==> config.mk <==
export PLATFORM = sky130hd
export DESIGN_NAME = lcdtc_core
export DESIGN_NICKNAME = d
export VERILOG_FILES = /design/src/rtl/lcdtc_pkg.sv /design/src/rtl/lcdtc_core.sv /design/src/rtl/lcdtc_sync.sv
export SDC_FILE = /design/constraint.sdc
export NUM_CORES = 1
export LEC_CHECK = 0
export ABC_AREA = 1
export BUFFER_PORTS_ARGS = -buffer_cell sky130_fd_sc_hd__buf_2
export CAP_MARGIN = 40
export CORE_AREA = 3 3 195 197
export CTS_CLUSTER_SIZE = 8
export DETAILED_ROUTE_END_ITERATION = 12
export DIE_AREA = 0 0 198 200
export PLACE_DENSITY = 0.68
export SYNTH_ARGS = -nofsm -noshare
export SYNTH_HDL_FRONTEND = slang
export SYNTH_HIERARCHICAL = 1
export SYNTH_SLANG_ARGS = --single-unit
==> constraint.sdc <==
create_clock -name clk_sys_i -period 3.3 [get_ports clk_sys_i]
set_input_delay 0.99 -clock clk_sys_i [delete_from_list [all_inputs] [get_ports clk_sys_i]]
set_output_delay 0.99 -clock clk_sys_i [all_outputs]
set_load 0.005 [all_outputs]
==> src/rtl/lcdtc_pkg.sv <==
package lcdtc_pkg;

   // Register indices; byte address is four times the index
   localparam logic [4:0]  IDX_HTOTAL    = 5'h00;
   localparam logic [4:0]  IDX_HDISP     = 5'h01;
   localparam logic [4:0]  IDX_MAXRAS    = 5'h09;
   localparam logic [4:0]  IDX_CUR_START = 5'h0A;
   localparam logic [4:0]  IDX_CUR_END   = 5'h0B;
   localparam logic [4:0]  IDX_START_H   = 5'h0C;
   localparam logic [4:0]  IDX_START_L   = 5'h0D;
   localparam logic [4:0]  IDX_CUR_H     = 5'h0E;
   localparam logic [4:0]  IDX_CUR_L     = 5'h0F;
   localparam logic [4:0]  IDX_VWIDTH    = 5'h12;
   localparam logic [4:0]  IDX_DUTY_H    = 5'h13;
   localparam logic [4:0]  IDX_DUTY_L    = 5'h14;
   localparam logic [4:0]  IDX_SCROLL    = 5'h15;
   localparam logic [4:0]  IDX_MODE      = 5'h16;
   localparam logic [4:0]  IDX_STATUS    = 5'h18;
   localparam int unsigned REG_COUNT     = 23;
   localparam int unsigned ADDR_W_MIN    = 7;

   // One bit per writable index
   localparam logic [31:0] IMPL_MASK     = 32'h007CFE03;
   localparam logic [7:0]  REG_RST_VAL   = 8'h00;

   // Mode register fields
   localparam int unsigned MODE_AT       = 0;
   localparam int unsigned MODE_BLE      = 1;
   localparam int unsigned MODE_WIDE     = 2;
   localparam int unsigned MODE_GRAPHIC  = 3;
   localparam int unsigned MODE_ON       = 4;
   localparam int unsigned MODE_W        = 5;

   // Cursor start register fields
   localparam int unsigned CUR_P_BIT     = 5;
   localparam int unsigned CUR_B_BIT     = 6;

   // Status register fields
   localparam int unsigned ST_PIN_RESET  = 0;
   localparam int unsigned ST_WINDOW     = 1;
   localparam int unsigned ST_GRAPHIC    = 2;
   localparam int unsigned ST_RASTER_LSB = 8;
   localparam int unsigned ST_LINE_LSB   = 16;

   localparam logic [1:0]  RESP_OKAY     = 2'h0;
   localparam logic [1:0]  RESP_SLVERR   = 2'h2;

   localparam int unsigned SYNC_STAGES   = 2;
   localparam int unsigned MD_W          = 8;

   typedef enum logic [1:0] {
      ST_RUN  = 2'h1,
      ST_HOLD = 2'h2
   } lcdtc_state_e;

   typedef struct packed {
      logic [3:0]  upper_panel_data;
      logic [3:0]  lower_panel_data;
      logic        frame_start_marker;
      logic        line_latch_clock;
      logic        shift_clock_out;
      logic [4:0]  raster_row_address;
      logic        memory_clock_out;
      logic        display_window_timing;
      logic        cursor_display_out;
      logic [15:0] memory_address_out;
   } lcdtc_disp_s;

   localparam lcdtc_disp_s DISP_RST_VAL = '0;

endpackage : lcdtc_pkg

==> src/rtl/lcdtc_core.sv <==
// Implementation choices: the AXI4-Lite interface to the registers and the address map.
`timescale 1ns/100ps
`default_nettype none

module lcdtc_core #(
   parameter int unsigned ADDR_W = 7
) (
   input  wire logic                      clk_sys_i,
   input  wire logic                      rst_b_i,
   input  wire logic                      ce_i,
   // Documented panel reset pin, active low, asynchronous to clk_sys_i
   input  wire logic                      lcd_reset_b_i,
   input  wire logic [4:0]                mode_pins_i,
   input  wire logic [7:0]                mem_data_i,
   output lcdtc_pkg::lcdtc_disp_s         disp_o,
   // AXI4-Lite slave
   input  wire logic [ADDR_W-1:0]         s_axi_awaddr,
   input  wire logic                      s_axi_awvalid,
   output logic                           s_axi_awready,
   input  wire logic [31:0]               s_axi_wdata,
   input  wire logic [3:0]                s_axi_wstrb,
   input  wire logic                      s_axi_wvalid,
   output logic                           s_axi_wready,
   output logic [1:0]                     s_axi_bresp,
   output logic                           s_axi_bvalid,
   input  wire logic                      s_axi_bready,
   input  wire logic [ADDR_W-1:0]         s_axi_araddr,
   input  wire logic                      s_axi_arvalid,
   output logic                           s_axi_arready,
   output logic [31:0]                    s_axi_rdata,
   output logic [1:0]                     s_axi_rresp,
   output logic                           s_axi_rvalid,
   input  wire logic                      s_axi_rready
);

   localparam int unsigned PIN_W = 1 + lcdtc_pkg::MODE_W + lcdtc_pkg::MD_W;

   if (ADDR_W < lcdtc_pkg::ADDR_W_MIN) begin : g_chk
      $error("lcdtc_core needs ADDR_W of at least 7");
   end

   // Pin synchronisers
   logic [PIN_W-1:0] pins_sync;
   logic             pin_rst;
   logic [4:0]       mode_pins;
   logic [7:0]       md;

   lcdtc_sync #(
      .WIDTH   (PIN_W),
      .STAGES  (lcdtc_pkg::SYNC_STAGES),
      .RST_VAL ({1'b1, {(PIN_W-1){1'b0}}})
   ) u_pin_sync (
      .clk_sys_i (clk_sys_i),
      .rst_b_i   (rst_b_i),
      .ce_i      (ce_i),
      .async_i   ({lcd_reset_b_i, mode_pins_i, mem_data_i}),
      .sync_o    (pins_sync)
   );

   // Reset level alone decides, no other pin gates it
   assign pin_rst   = ~pins_sync[PIN_W-1];
   assign mode_pins = pins_sync[PIN_W-2 -: lcdtc_pkg::MODE_W];
   assign md        = pins_sync[lcdtc_pkg::MD_W-1:0];

   // Register file, cleared only by the system reset
   logic [7:0] regs [lcdtc_pkg::REG_COUNT];

   // Write channel
   logic              aw_full;
   logic [4:0]        aw_idx;
   logic              w_full;
   logic [7:0]        w_byte;
   logic              w_lane0;
   logic              do_write;
   logic              wr_hit;
   logic              bvalid_q;
   logic [1:0]        bresp_q;

   assign s_axi_awready = ce_i & ~aw_full & ~bvalid_q;
   assign s_axi_wready  = ce_i & ~w_full & ~bvalid_q;
   assign do_write      = ce_i & aw_full & w_full & ~bvalid_q;
   assign wr_hit        = lcdtc_pkg::IMPL_MASK[aw_idx];
   assign s_axi_bvalid  = bvalid_q;
   assign s_axi_bresp   = bresp_q;

   // Write channel never looks at the panel reset pin; only the read status word does
   always_ff @(posedge clk_sys_i or negedge rst_b_i) begin
      if (!rst_b_i) begin
         aw_full  <= 1'b0;
         aw_idx   <= 5'h00;
         w_full   <= 1'b0;
         w_byte   <= 8'h00;
         w_lane0  <= 1'b0;
         bvalid_q <= 1'b0;
         bresp_q  <= lcdtc_pkg::RESP_OKAY;
      end else if (ce_i) begin
         if (s_axi_awvalid && s_axi_awready) begin
            aw_full <= 1'b1;
            aw_idx  <= s_axi_awaddr[6:2];
         end
         if (s_axi_wvalid && s_axi_wready) begin
            w_full  <= 1'b1;
            w_byte  <= s_axi_wdata[7:0];
            w_lane0 <= s_axi_wstrb[0];
         end
         if (do_write) begin
            aw_full  <= 1'b0;
            w_full   <= 1'b0;
            bvalid_q <= 1'b1;
            bresp_q  <= wr_hit ? lcdtc_pkg::RESP_OKAY : lcdtc_pkg::RESP_SLVERR;
         end else if (bvalid_q && s_axi_bready) begin
            bvalid_q <= 1'b0;
         end
      end
   end

   // Panel reset never reaches the registers
   always_ff @(posedge clk_sys_i or negedge rst_b_i) begin
      if (!rst_b_i) begin
         for (int i = 0; i < lcdtc_pkg::REG_COUNT; i++) regs[i] <= lcdtc_pkg::REG_RST_VAL;
      end else if (do_write && wr_hit && w_lane0) begin
         regs[aw_idx] <= w_byte;
      end
   end

   // Programmed settings
   logic [7:0]  nht;
   logic [7:0]  nhd;
   logic [4:0]  nr;
   logic [4:0]  ncs;
   logic [4:0]  nce;
   logic        cur_p;
   logic        cur_b;
   logic [15:0] start_addr;
   logic [15:0] cur_addr;
   logic [7:0]  nir;
   logic [8:0]  nd;
   logic [4:0]  nsr;
   logic [4:0]  mode;

   assign nht        = regs[lcdtc_pkg::IDX_HTOTAL];
   assign nhd        = regs[lcdtc_pkg::IDX_HDISP];
   assign nr         = regs[lcdtc_pkg::IDX_MAXRAS][4:0];
   assign ncs        = regs[lcdtc_pkg::IDX_CUR_START][4:0];
   assign cur_p      = regs[lcdtc_pkg::IDX_CUR_START][lcdtc_pkg::CUR_P_BIT];
   assign cur_b      = regs[lcdtc_pkg::IDX_CUR_START][lcdtc_pkg::CUR_B_BIT];
   assign nce        = regs[lcdtc_pkg::IDX_CUR_END][4:0];
   assign start_addr = {regs[lcdtc_pkg::IDX_START_H], regs[lcdtc_pkg::IDX_START_L]};
   assign cur_addr   = {regs[lcdtc_pkg::IDX_CUR_H], regs[lcdtc_pkg::IDX_CUR_L]};
   assign nir        = regs[lcdtc_pkg::IDX_VWIDTH];
   assign nd         = {regs[lcdtc_pkg::IDX_DUTY_H][0], regs[lcdtc_pkg::IDX_DUTY_L]};
   assign nsr        = regs[lcdtc_pkg::IDX_SCROLL][4:0];
   // Register bits and mode pins are ORed
   assign mode       = regs[lcdtc_pkg::IDX_MODE][4:0] | mode_pins;

   // Timing state
   lcdtc_pkg::lcdtc_state_e state;
   lcdtc_pkg::lcdtc_state_e next_state;
   logic [7:0]              hcnt;
   logic [4:0]              ras;
   logic [8:0]              lcnt;
   logic [15:0]             row_addr;
   logic [5:0]              fcnt;
   lcdtc_pkg::lcdtc_disp_s  disp_q;
   lcdtc_pkg::lcdtc_disp_s  run_val;
   lcdtc_pkg::lcdtc_disp_s  hold_val;
   lcdtc_pkg::lcdtc_disp_s  next_disp;
   logic [7:0]              next_hcnt;
   logic [4:0]              next_ras;
   logic [8:0]              next_lcnt;
   logic [15:0]             next_row_addr;
   logic [5:0]              next_fcnt;

   logic        line_end;
   logic        row_end;
   logic        frame_end;
   logic        window;
   logic [15:0] ma_now;
   logic        cur_visible;
   logic        cursor_now;
   logic        graphic;
   logic        entering;
   logic        drop_low;

   assign line_end  = hcnt == nht;
   assign row_end   = ras == nr;
   assign frame_end = line_end & (lcnt == nd);
   assign graphic   = mode[lcdtc_pkg::MODE_GRAPHIC];
   assign window    = mode[lcdtc_pkg::MODE_ON] & (hcnt < nhd);
   assign ma_now    = row_addr + {8'h00, hcnt};

   // P alone blanks; B blinks at 32 or 64 frames
   assign cur_visible = cur_b ? (cur_p ? fcnt[5] : fcnt[4]) : ~cur_p;
   assign cursor_now  = window & cur_visible & (ma_now == cur_addr)
                      & (ras >= ncs) & (ras <= nce);

   // Counters clear while the pin is low and restart after its rise
   assign next_state    = pin_rst ? lcdtc_pkg::ST_HOLD : lcdtc_pkg::ST_RUN;
   assign next_hcnt     = (pin_rst || line_end) ? 8'h00 : hcnt + 8'h01;
   assign next_lcnt     = (pin_rst || frame_end) ? 9'h000
                        : line_end ? lcnt + 9'h001 : lcnt;
   assign next_fcnt     = pin_rst ? 6'h00 : frame_end ? fcnt + 6'h01 : fcnt;
   assign next_ras      = pin_rst ? 5'h00
                        : frame_end ? nsr
                        : line_end ? (row_end ? 5'h00 : ras + 5'h01) : ras;
   // Next row begins one virtual width further on
   assign next_row_addr = pin_rst ? 16'h0000
                        : frame_end ? start_addr
                        : (line_end && row_end) ? row_addr + {8'h00, nir}
                        : row_addr;

   // Normal output values
   assign run_val.upper_panel_data      = window ? md[7:4] : 4'h0;
   assign run_val.lower_panel_data      = window ? md[3:0] : 4'h0;
   assign run_val.frame_start_marker    = frame_end;
   assign run_val.line_latch_clock      = line_end;
   assign run_val.shift_clock_out       = window ? ~disp_q.shift_clock_out : graphic;
   assign run_val.raster_row_address    = ras;
   assign run_val.memory_clock_out      = ~disp_q.memory_clock_out;
   assign run_val.display_window_timing = window;
   assign run_val.cursor_display_out    = cursor_now;
   assign run_val.memory_address_out    = ma_now;

   // Reset caught inside the window pulls the window group low
   assign entering = (state == lcdtc_pkg::ST_RUN) & pin_rst;
   assign drop_low = entering & disp_q.display_window_timing;

   assign hold_val.upper_panel_data      = disp_q.upper_panel_data;
   assign hold_val.lower_panel_data      = disp_q.lower_panel_data;
   assign hold_val.frame_start_marker    = disp_q.frame_start_marker;
   assign hold_val.line_latch_clock      = disp_q.line_latch_clock;
   assign hold_val.raster_row_address    = disp_q.raster_row_address;
   assign hold_val.memory_clock_out      = 1'b1;
   // Idles high in graphic mode, low in character mode
   assign hold_val.shift_clock_out       = graphic;
   assign hold_val.display_window_timing = drop_low ? 1'b0
                                         : disp_q.display_window_timing;
   assign hold_val.cursor_display_out    = drop_low ? 1'b0
                                         : disp_q.cursor_display_out;
   assign hold_val.memory_address_out    = drop_low ? 16'h0000
                                         : disp_q.memory_address_out;

   assign next_disp = pin_rst ? hold_val : run_val;

   always_ff @(posedge clk_sys_i or negedge rst_b_i) begin
      if (!rst_b_i) begin
         state    <= lcdtc_pkg::ST_RUN;
         hcnt     <= 8'h00;
         ras      <= 5'h00;
         lcnt     <= 9'h000;
         row_addr <= 16'h0000;
         fcnt     <= 6'h00;
         disp_q   <= lcdtc_pkg::DISP_RST_VAL;
      end else if (ce_i) begin
         state    <= next_state;
         hcnt     <= next_hcnt;
         ras      <= next_ras;
         lcnt     <= next_lcnt;
         row_addr <= next_row_addr;
         fcnt     <= next_fcnt;
         disp_q   <= next_disp;
      end
   end

   assign disp_o = disp_q;

   // Read channel
   logic [4:0]  rd_idx;
   logic        rd_hit;
   logic        rd_status;
   logic [31:0] status_word;
   logic [31:0] rd_word;
   logic        rvalid_q;
   logic [31:0] rdata_q;
   logic [1:0]  rresp_q;

   assign rd_idx      = s_axi_araddr[6:2];
   assign rd_status   = rd_idx == lcdtc_pkg::IDX_STATUS;
   assign rd_hit      = lcdtc_pkg::IMPL_MASK[rd_idx] | rd_status;
   assign status_word = (32'(pin_rst) << lcdtc_pkg::ST_PIN_RESET)
                      | (32'(disp_q.display_window_timing) << lcdtc_pkg::ST_WINDOW)
                      | (32'(graphic) << lcdtc_pkg::ST_GRAPHIC)
                      | (32'(ras) << lcdtc_pkg::ST_RASTER_LSB)
                      | (32'(lcnt) << lcdtc_pkg::ST_LINE_LSB);
   assign rd_word     = rd_status ? status_word
                      : lcdtc_pkg::IMPL_MASK[rd_idx] ? {24'h000000, regs[rd_idx]}
                      : 32'h00000000;

   assign s_axi_arready = ce_i & ~rvalid_q;
   assign s_axi_rvalid  = rvalid_q;
   assign s_axi_rdata   = rdata_q;
   assign s_axi_rresp   = rresp_q;

   always_ff @(posedge clk_sys_i or negedge rst_b_i) begin
      if (!rst_b_i) begin
         rvalid_q <= 1'b0;
         rdata_q  <= 32'h00000000;
         rresp_q  <= lcdtc_pkg::RESP_OKAY;
      end else if (ce_i) begin
         if (s_axi_arvalid && s_axi_arready) begin
            rvalid_q <= 1'b1;
            rdata_q  <= rd_word;
            rresp_q  <= rd_hit ? lcdtc_pkg::RESP_OKAY : lcdtc_pkg::RESP_SLVERR;
         end else if (rvalid_q && s_axi_rready) begin
            rvalid_q <= 1'b0;
         end
      end
   end

endmodule : lcdtc_core

`default_nettype wire

==> src/rtl/lcdtc_sync.sv <==
`timescale 1ns/100ps
`default_nettype none

module lcdtc_sync #(
   parameter int unsigned     WIDTH   = 1,
   parameter int unsigned     STAGES  = lcdtc_pkg::SYNC_STAGES,
   parameter logic [WIDTH-1:0] RST_VAL = '0
) (
   input  wire logic             clk_sys_i,
   input  wire logic             rst_b_i,
   input  wire logic             ce_i,
   input  wire logic [WIDTH-1:0] async_i,
   output logic      [WIDTH-1:0] sync_o
);

   logic [WIDTH-1:0] pipe [STAGES];

   if (STAGES < 2) begin : g_chk
      $error("lcdtc_sync needs at least two stages");
   end

   always_ff @(posedge clk_sys_i or negedge rst_b_i) begin
      if (!rst_b_i) begin
         for (int i = 0; i < STAGES; i++) pipe[i] <= RST_VAL;
      end else if (ce_i) begin
         pipe[0] <= async_i;
         for (int i = 1; i < STAGES; i++) pipe[i] <= pipe[i-1];
      end
   end

   assign sync_o = pipe[STAGES-1];

endmodule : lcdtc_sync

`default_nettype wire

==> metrics <==
Worst Tran Pin Value=0.772 ns; status=completed; Setup WS post-layout=roughly 0.59 ns; Post-CTS Setup Bufs=0; area of the multi-input gates=around 0.0067 mm²; Buffers & Inverters on Critical Path=4; antenna violations before repair=1; number of global-route vias before repair=11,500; clock share of power=0.300; CTS Hold Buffers Added=0; GRT Util Overall=0.212; layout cells sized above 1=0.183; IO Count=148; # rows=70; gpl congestion=0.916; Crit-path slowest cell=buf_2; Pint=0.00703 W; Syn Area/Cell=8.30 µm²; drt total wl=between 40,000 and 50,000 µm; Max Clock Freq=roughly 370 MHz; type of element capturing the critical path=output port; crit path time final=2.71 ns; fin nets=between 1,500 and 2,000; Max-cap violations=0; Wirelength per Cell=18.3 µm; Bufs on Longest Clock Path=3; slowest cell delay on critical path=0.18 ns; hold path depth=2; CTS sink count=roughly 260; Leakage=between 7 and 8 nW; pin count of the biggest net entering global routing=between 80 and 90; Fin. Hold Viols=0; RSZ-0062 raised after global routing=false; slew margin rel.=0.485; Crit path depth=6; PortBufs=101; CP required=2.31 ns; chip width=around 200 µm; FF+latch area=about 0.0064 mm²; setup violators final=0; Switching Share=0.399; CTS H-tree depth=2; Warnings, synthesis=6; Seq pwr share=0.350; cell area after placement=0.0152 mm²; Max Slew Vio Count=0; crit path launch type=primary input; area grow syn2layout=13.9%; first-pass GRT wire length=65,900 µm; Design Area, Final=0.0163 mm²; Cells after Synth=roughly 1,700; pwr dens=718 mW/mm²; R2R cell count=16; Worst-path clk slew=0.05 ns; Die ar.=0.0396 mm²; critical path class=in2out; Final ANT Viol Nets=0; starting DRC count in detailed routing=974; Initial Utilization=0.392; logic gate share of total power=0.350; Core ar.=0.0364 mm²; via count=about 12,000; TritonCTS clock tree=yes; DP Worst Slack=0.430 ns; worst path cell trace=buf_2 -> inv_4 -> nor2_2 -> inv_1 -> nor2_1 -> buf_2; Fill cells=3,583; Hold WC Path Type=reg2reg; post-CTS sizing=0; Post-Syn Area=0.0143 mm²; # DRC=0; total CTS buffers=38; routed vias/inst=5.32; Tcrit/Tclk final=0.820; CTS root buf=clkbuf_16; Fin Setup TNS=0 ns; Util after Layout=0.447; NetSw=0.00466 W; worst skew pair latency=0.53 ns; Critical Path AT=1.72 ns; hpwl dp=30,900 µm; die height=200 µm; Max IR drop VDD=0.000528 V; Crit path max-delay family=buffers and inverters; Worst Clk Skew=between 0.01 and 0.015 ns; Detailed Routing Iterations Pass 1=6; Crit Path Max Fanout=5; grt ovf=0; cell mode on critical path=buf_2
metrics by stage:
stage | hold slack [ns] | cells | power (W)
2_1_floorplan | 0.442 | 1734 | 0.00662
3_3_place_gp | 0.454 | 2234 | 0.00781
3_5_place_dp | 0.458 | 2242 | 0.00818
4_1_cts | 0.469 | 2292 | 0.0117
5_1_grt | 0.487 | 2293 | 0.0123
6_report | 0.462 | 2293 | 0.0117
cells in the final DEF (no fill, tap or decap), types with 21 or more instances in the layout:
cell / count
xor2_1: 23
o21ai_0: 134
o21ai_2: 98
nor2_1: 91
nand3_1: 80
ha_1: 37
clkbuf_16: 39
dfrtp_1: 254
o21ai_1: 21
a21oi_1: 40
nand2_1: 516
inv_1: 140
buf_2: 100
per-layer routing:
| metal | up-vias | track usage | routed length, µm |
|---|---|---|---|
| met5 | - | 0 | 0 |
| met3 | 87 | 0.0287 | 2780 |
| li1 | 5839 | - | - |
| met4 | 0 | 0.0768 | 1490 |
| met1 | 5811 | 0.310 | 19300 |
| met2 | 455 | 0.325 | 18500 |
state kept, by name, summed over array words and instances (netlist names), 6 cells and up:
| signal | flops |
|---|---|
| regs | 41 |
| disp_o | 35 |
| s_axi_rdata | 22 |
| cur_addr | 16 |
| row_addr | 16 |
| u_pin_sync/pipe | 11 |
| u_pin_sync/sync_o | 11 |
| lcnt | 9 |
| nd | 9 |
| hcnt | 8 |
| nhd | 8 |
| nht | 8 |
| nir | 8 |
| w_byte | 8 |
| fcnt | 6 |
layout make-up:
type | instances | share of cell area
inverters | 153 | 0.0356
repair buffers | 131 | 0.0553
clock buffers | 47 | 0.0618
clock inverters | 3 | 0.00231
multi-input cells | 1233 | 0.414
flip-flops and latches | 257 | 0.395
well taps | 468 | 0.0360
diodes | 1 | 0.000154
worst reg2reg max path, stage by stage, from the launching register on:
cell     delay, ns
dfrtp_1       0.39
ha_1          0.28
inv_1         0.08
fa_1          0.43
inv_1         0.10
nand3_1       0.06
nand2_1       0.18
nand2_1       0.08
nand2_1       0.21
nand2_1       0.11
xor2_1        0.22
inv_1         0.06
nand2_1       0.05
nand3_1       0.07
nor2_1        0.16
nand2_1       0.07
nand2_1       0.05
path summary, 6_finish.rpt:
kind | slack [ns] | endpoint | startpoint
worst max-delay path | 0.59 | s_axi_wready | ce_i
worst min-delay path | 0.46 | u_pin_sync/sync_o[5] | u_pin_sync/pipe[19]
worst max register to register | 0.63 | disp_o[16] | row_addr[0]
worst min register to register | 0.46 | u_pin_sync/sync_o[5] | u_pin_sync/pipe[19]
max in group asynchronous | 2.01 | disp_o[23] | rst_b_i
min in group asynchronous | 0.48 | w_full | rst_b_i
power by group through the flow:
| stage | Combinational (W) | Sequential [W] | Clock, W |
|---|---|---|---|
| after floorplan | 0.00260 | 0.00402 | 0 |
| after global placement | 0.00370 | 0.00411 | 0 |
| after detailed placement | 0.00405 | 0.00413 | 0 |
| after CTS | 0.00406 | 0.00409 | 0.00358 |
| after global routing | 0.00445 | 0.00415 | 0.00372 |
| final | 0.00409 | 0.00410 | 0.00350 |
Power figures use the tool's default switching activity.
